==> src/lvd_pkg.sv <==
// Package for the low-voltage detect control block: offsets, fields, resets.
// Assumes an 8-bit register port and a single 125 MHz system clock.
package lvd_pkg;

	// ---------------------------------------------------------------
	// Register map
	// ---------------------------------------------------------------
	localparam logic [15:0] OFF_CONTROL     = 16'hff50;
	localparam logic [15:0] OFF_LEVEL       = 16'hff51;
	localparam logic [15:0] OFF_RESET_CAUSE = 16'hff52;
	localparam logic [15:0] OFF_IRQ_STATUS  = 16'hff53;

	// ---------------------------------------------------------------
	// Field positions and reset values
	// ---------------------------------------------------------------
	localparam int          BIT_ENABLE     = 7;
	localparam int          BIT_MODE       = 1;
	localparam int          BIT_FLAG       = 0;
	localparam int          BIT_CAUSE      = 0;
	localparam int          BIT_PENDING    = 0;
	localparam int          BIT_MASK       = 1;
	localparam int          LEVEL_W        = 4;
	localparam logic [3:0]  LEVEL_MAX      = 4'h9;
	localparam logic [7:0]  RST_CONTROL    = 8'h00;
	localparam logic [7:0]  RST_LEVEL      = 8'h00;

	// Comparator settling time, for software reference
	localparam real         SETTLE_MS      = 0.2;
	localparam int          CLK_MHZ        = 125;
	localparam int          SETTLE_CYCLES  = int'(SETTLE_MS * 1000.0 * CLK_MHZ);

	// Bus access: bit writes carry a one-hot lane select
	typedef struct packed {
		logic [15:0] addr;
		logic [7:0]  wdata;
		logic [7:0]  bitSel;
		logic        bitWrite;
		logic        wr;
		logic        rd;
	} lvd_bus_s;

endpackage : lvd_pkg

==> src/lvd_ctrl.sv <==
// Low-voltage detect control and status logic, one clock domain.
// Assumes comparator output is asynchronous and that chipReset reports
// every chip-wide reset with its cause from outside the block.
//
// The plain strobed port was left to the implementer.
`timescale 1ns/1ns

// Contract
// - In reset mode, hold internal reset while supply below level.
// - A detector reset sets reset-cause bit 0.
// - Both registers clear on any reset except the detector's own.
// - Control bit 7 enables the comparator.
// - Control bit 1 selects interrupt (0) or reset (1) response.
// - Control bit 0 is read-only low-supply flag, 0 when disabled.
// - Interrupt line carries flag only when enabled and mode is 0; a latched pending edge stays on it after disable or a mode change.
// - Control register accepts single-bit and whole-byte writes.
// - Level select bits 3..0 pick one of ten levels, code 0 highest.
// - Changing level while enabled is undefined; disable first.
// - Setting mode bit with adequate supply gives no reset.
// - Any reset sets the interrupt mask flag.
// - Logic keeps running with the CPU clock stopped.
// - Reset-cause clears on pin reset, power-on clear, or a read.
module lvd_ctrl
	import lvd_pkg::*;
(
	input  wire logic       mclk,
	input  wire logic       rst,
	input  wire lvd_bus_s   bus,
	input  wire logic       compBelow,
	input  wire logic       chipReset,
	input  wire logic       resetByPin,
	output logic [7:0]      rdata,
	output logic [3:0]      levelCode,
	output logic            comparatorEnable,
	output logic            undervoltageIrq,
	output logic            detectorReset
);

	// ---------------------------------------------------------------
	// Registers
	// ---------------------------------------------------------------
	logic       enable_q;
	logic       mode_q;
	logic [3:0] level_q;
	logic       cause_q;
	logic       pending_q;
	logic       mask_q;
	logic [2:0] syncBelow_q;
	logic       below_q;
	logic       irqPrev_q;
	logic       ownReset_q;
	logic       softReset;

	logic wrCtrl;
	logic wrLevel;
	logic wrIrq;
	logic rdCause;
	logic irqLevel;
	logic flag;

	assign wrCtrl  = bus.wr && bus.addr == OFF_CONTROL;
	assign wrLevel = bus.wr && bus.addr == OFF_LEVEL && !bus.bitWrite;
	assign wrIrq   = bus.wr && bus.addr == OFF_IRQ_STATUS;
	assign rdCause = bus.rd && bus.addr == OFF_RESET_CAUSE;

	// Chip reset that the detector did not raise clears the registers
	assign softReset = chipReset && !ownReset_q;

	// ---------------------------------------------------------------
	// Comparator synchroniser
	// ---------------------------------------------------------------
	// Runs on the free system clock so standby cannot freeze it
	always_ff @(posedge mclk or posedge rst) begin
		if (rst) begin
			syncBelow_q <= 3'h0;
			below_q     <= 1'b0;
		end else begin
			syncBelow_q <= {syncBelow_q[1:0], compBelow};
			if (syncBelow_q[2] == syncBelow_q[1]) begin
				below_q <= syncBelow_q[2];
			end
		end
	end

	assign flag     = enable_q && below_q;
	assign irqLevel = flag && !mode_q;

	// ---------------------------------------------------------------
	// Control register
	// ---------------------------------------------------------------
	always_ff @(posedge mclk or posedge rst) begin
		if (rst) begin
			enable_q <= RST_CONTROL[BIT_ENABLE];
			mode_q   <= RST_CONTROL[BIT_MODE];
		end else if (softReset) begin
			enable_q <= RST_CONTROL[BIT_ENABLE];
			mode_q   <= RST_CONTROL[BIT_MODE];
		end else if (wrCtrl) begin
			// Bit writes touch only the selected lane
			if (!bus.bitWrite || bus.bitSel[BIT_ENABLE]) begin
				enable_q <= bus.wdata[BIT_ENABLE];
			end
			if (!bus.bitWrite || bus.bitSel[BIT_MODE]) begin
				mode_q <= bus.wdata[BIT_MODE];
			end
		end
	end

	// ---------------------------------------------------------------
	// Level select register
	// ---------------------------------------------------------------
	// Codes above nine are held as written; the analog side treats them as
	// prohibited. A write while enabled is simply taken, as the level is
	// undefined then anyway.
	always_ff @(posedge mclk or posedge rst) begin
		if (rst) begin
			level_q <= RST_LEVEL[3:0];
		end else if (softReset) begin
			level_q <= RST_LEVEL[3:0];
		end else if (wrLevel) begin
			level_q <= bus.wdata[3:0];
		end
	end

	// ---------------------------------------------------------------
	// Reset output and cause flag
	// ---------------------------------------------------------------
	always_ff @(posedge mclk or posedge rst) begin
		if (rst) begin
			detectorReset <= 1'b0;
			ownReset_q    <= 1'b0;
		end else begin
			// Follows the flag, so adequate supply never resets
			detectorReset <= enable_q && mode_q && below_q;
			ownReset_q    <= enable_q && mode_q && below_q;
		end
	end

	always_ff @(posedge mclk or posedge rst) begin
		if (rst) begin
			cause_q <= 1'b0;
		end else if (enable_q && mode_q && below_q) begin
			cause_q <= 1'b1;
		end else if (resetByPin || rdCause) begin
			cause_q <= 1'b0;
		end
	end

	// ---------------------------------------------------------------
	// Interrupt pending and mask flags
	// ---------------------------------------------------------------
	always_ff @(posedge mclk or posedge rst) begin
		if (rst) begin
			irqPrev_q <= 1'b0;
			pending_q <= 1'b0;
			mask_q    <= 1'b1;
		end else begin
			irqPrev_q <= irqLevel;
			if (chipReset) begin
				mask_q    <= 1'b1;
				pending_q <= 1'b0;
			end else begin
				if (irqLevel && !irqPrev_q) begin
					pending_q <= 1'b1;
				end else if (wrIrq && !bus.wdata[BIT_PENDING]) begin
					pending_q <= 1'b0;
				end
				if (wrIrq) begin
					mask_q <= bus.wdata[BIT_MASK];
				end
			end
		end
	end

	// ---------------------------------------------------------------
	// Outputs and read port
	// ---------------------------------------------------------------
	always_ff @(posedge mclk or posedge rst) begin
		if (rst) begin
			undervoltageIrq  <= 1'b0;
			comparatorEnable <= 1'b0;
			levelCode        <= RST_LEVEL[3:0];
		end else begin
			undervoltageIrq  <= pending_q && !mask_q;
			comparatorEnable <= enable_q;
			levelCode        <= level_q;
		end
	end

	always_ff @(posedge mclk or posedge rst) begin
		if (rst) begin
			rdata <= 8'h00;
		end else if (bus.rd) begin
			case (bus.addr)
				OFF_CONTROL:     rdata <= {enable_q, 5'h00, mode_q, flag};
				OFF_LEVEL:       rdata <= {4'h0, level_q};
				OFF_RESET_CAUSE: rdata <= {7'h00, cause_q};
				OFF_IRQ_STATUS:  rdata <= {6'h00, mask_q, pending_q};
				default:         rdata <= 8'h00;
			endcase
		end else begin
			rdata <= 8'h00;
		end
	end
endmodule : lvd_ctrl

==> config.mk <==
export PLATFORM = sky130hd
export DESIGN_NAME = lvd_ctrl
export DESIGN_NICKNAME = d
export VERILOG_FILES = /design/src/lvd_pkg.sv /design/src/lvd_ctrl.sv
export SDC_FILE = /design/constraint.sdc
export NUM_CORES = 1
export LEC_CHECK = 0
export BUFFER_PORTS_ARGS = -buffer_cell sky130_fd_sc_hd__buf_2
export CORE_MARGIN = 2
export CORE_UTILIZATION = 48
export DETAILED_ROUTE_END_ITERATION = 8
export HOLD_SLACK_MARGIN = 0.03
export PLACE_DENSITY = 0.83
export SETUP_SLACK_MARGIN = 0.4
export SLEW_MARGIN = 20
export SYNTH_ARGS = -nofsm -noshare
export SYNTH_HDL_FRONTEND = slang
export SYNTH_SLANG_ARGS = --single-unit
==> constraint.sdc <==
create_clock -name mclk -period 2.55 [get_ports mclk]
set_input_delay 0.1275 -clock mclk [delete_from_list [all_inputs] [get_ports mclk]]
set_output_delay 0.1275 -clock mclk [all_outputs]
set_load 0.005 [all_outputs]
==> impl_metrics.env <==
export IMPL_setup_worst_path_start_class="primary input"
export IMPL_start_util_pct=51.04
export IMPL_final_hold_violation_count=0
export IMPL_grt_overflow=0
export IMPL_max_slew_margin_pct=39.73
export IMPL_rsz0062_at_grt="no"
export IMPL_ys_ff_latch=26
export IMPL_netlist_instances=96
export IMPL_wl_met1_um=899
export IMPL_grt_pass1_wl_um=3491
export IMPL_max_clock_path_buffers=2
export IMPL_critical_path_slowest_cell="or4b_4"
export IMPL_die_x_um=52.73
export IMPL_max_freq_mhz=587.3
export IMPL_synth_flop_cell="dfrtp_1"
export IMPL_cts_sinks=26
export IMPL_yosys_cell_types_count=34
export IMPL_yosysMostFrequentCell="dfrtp_1"
export IMPL_place_ws_ns=0.4963
export IMPL_gp_congestion=0.7950
export IMPL_p_leak_nw=0.6988
export IMPL_drive_gt1_share_pct=38.30
export IMPL_cts_tree="yes"
export IMPL_wl_met3_um=103
export IMPL_drt_iter0_drc=6
export IMPL_holdPathStages=3
export IMPL_nets=182
export IMPL_seqCellArea_um2=651.9
export IMPL_antenna_found_initial=0
export IMPL_hold_buffers=3
export IMPL_syn_area_per_cell_um2=11.87
export IMPL_hold_class="primary input to flip-flop"
export IMPL_synth_common_cells="dfrtp_1, nor2_1, nand2_1"
export IMPL_maxSlewViolCount=0
export IMPL_cts_repair_resized=0
export IMPL_worst_ep_arrival_time_ns=1.93
export IMPL_met2_length_um=1157
export IMPL_dr_pass1_iters=4
export IMPL_cts_root_buf="clkbuf_4"
export IMPL_grt_usage_pct=17.52
export IMPL_ys_warn_count=0
export IMPL_post_route_util_pct=63.42
export IMPL_yosysTopAreaCell="dfrtp_1"
export IMPL_cp_max_fo=5
export IMPL_clkLatencyLatePin_ns=0.32
export IMPL_num_rows=17
export IMPL_cts_clk_slew_worst_paths_ns=0.13
export IMPL_fill_cells=177
export IMPL_yosys_area_top_type_share_pct=54.88
export IMPL_ioPinCount=55
export IMPL_setup_viol=0
export IMPL_maxCapViolCount=0
export IMPL_fin_worst_skew_ns=0.002667
export IMPL_setup_tns_ns=0
export IMPL_wirelength_um=2201
export IMPL_run_status="completed"
export IMPL_io_buffers=42
export IMPL_cp_required_ns=2.77
export IMPL_multiInputGateArea_um2=437.9
export IMPL_dp_hpwl_um=1752
export IMPL_die_area_um2=2780
export IMPL_yosysSeqAreaShare_pct=57.19
export IMPL_slowest_delay_ns=0.54
export IMPL_grt_max_degree=27
export IMPL_post_cts_repair_setup_buffers=0
export IMPL_area_delta_synth_final_pct=24.26
export IMPL_grt_pass1_vias=801
export IMPL_finalWorstSetupSlack_ns=0.8472
export IMPL_period_needed_ns=1.703
export IMPL_end_kind="flip-flop"
export IMPL_numCtsBuffers=3
export IMPL_drc_errors=0
export IMPL_worstMarginPinSlew_ns=0.9031
export IMPL_worstPathCellList="buf_2, or4b_4, or4_4, or3b_1, a31o_2"
export IMPL_synth_edf_count=0
export IMPL_highest_layer="met4"
export IMPL_peakVddDrop_uv=336.4
export IMPL_vias=882
export IMPL_finalPower_mw=0.6841
export IMPL_powerDensity_nw_per_um2=483.0
export IMPL_n_antenna_cell=0
export IMPL_async_reset_ff_share_pct=100.0
export IMPL_final_antenna_net_count=0
export IMPL_worst_setup_path_type="primary input to flip-flop"
export IMPL_syn_area_um2=1140
export IMPL_finalCritPeriodShare_pct=66.78
export IMPL_die_h_um=52.73
export IMPL_viasPerCell=5.219
export IMPL_htreeDepth=1
export IMPL_routedWlPerCell_um=13.02
export IMPL_rr_worst_depth=4
export IMPL_fp_coreArea_um2=2233
export IMPL_yosys_top_cells_area="dfrtp_1, a2111oi_4, mux2i_1"
cells in the final DEF (no fill, tap or decap), drive strengths merged, types with 2 or more instances in the layout:
master        n
clkbuf        4
a2111oi       2
a21oi         4
nor2b         2
dfrtp        25
conb          3
inv           4
nor2          7
nand4         5
dlygate4sd3   3
nand2b        3
a211oi        2
nand3b        2
buf          42
or4           2
nand2         6
o21ai         4
mux2i         4
o31ai         2
and2          2
per-stage QoR:
step / hold WS [ns] / std cells / cell area, um2
6_report: 0.03428 / 169 / 1416
5_1_grt: 0.05820 / 169 / 1416
4_1_cts: 0.03379 / 169 / 1416
3_5_place_dp: 0.2371 / 162 / 1350
3_3_place_gp: 0.2353 / 162 / 1350
2_1_floorplan: 0.1589 / 98 / 1147
final cells by class:
| type | count | share of cell area (%) |
|---|---|---|
| multi-input combinational | 62 | 30.92 |
| timing repair buffer | 45 | 16.96 |
| inverter | 4 | 1.060 |
| tap | 28 | 2.473 |
| clock buffer | 4 | 2.562 |
| sequential | 26 | 46.02 |
worst max-delay path, delay by kind of cell:
kind                   cells  cell delay [ns]
AO/OA/AOI/OAI              1             0.25
buffers and inverters      1             0.10
AND/OR/NAND/NOR            3             1.44
worst paths after layout:
path,from,endpoint,slack [ns]
worst max-delay path,bus[22],cause_q,0.85
worst min register to register,syncBelow_q[0],syncBelow_q[1],0.37
max in group asynchronous,rst,syncBelow_q[1],1.48
worst max register to register,enable_q,rdata[0],1.50
min in group asynchronous,rst,comparatorEnable,0.53
worst min-delay path,bus[18],enable_q,0.03
report_power, final:
part           internal (mW)  switching, mW  leakage (nW)
clock network         0.0874          0.117        0.0210
logic                 0.0267         0.0348         0.327
registers              0.416        0.00193         0.351
cell families after synthesis:
| group | Yosys count | share of synthesized area [%] |
|---|---|---|
| buffers and inverters | 10 | 5.048 |
| AND/OR/NAND/NOR | 36 | 19.10 |
| adder cells (fa/ha/maj) | 1 | 0.8782 |
| other | 1 | 0.3290 |
| AO/OA/AOI/OAI | 18 | 13.94 |
| flip-flops | 26 | 57.19 |
| multiplexers | 4 | 3.513 |
sequential cells by signal, indices dropped and copies added (netlist names), 3 cells and up:
name,flops
rdata,5
level_q,4
syncBelow_q,3
levelCode,4
routing by layer:
| layer | vias up | track usage, % |
|---|---|---|
| li1 | 430 | - |
| met1 | 413 | 21.75 |
| met2 | 32 | 31.25 |
| met3 | 7 | 0.8571 |
| met4 | 0 | 7.692 |
| met5 | - | 0 |
Power figures use the tool's default switching activity.
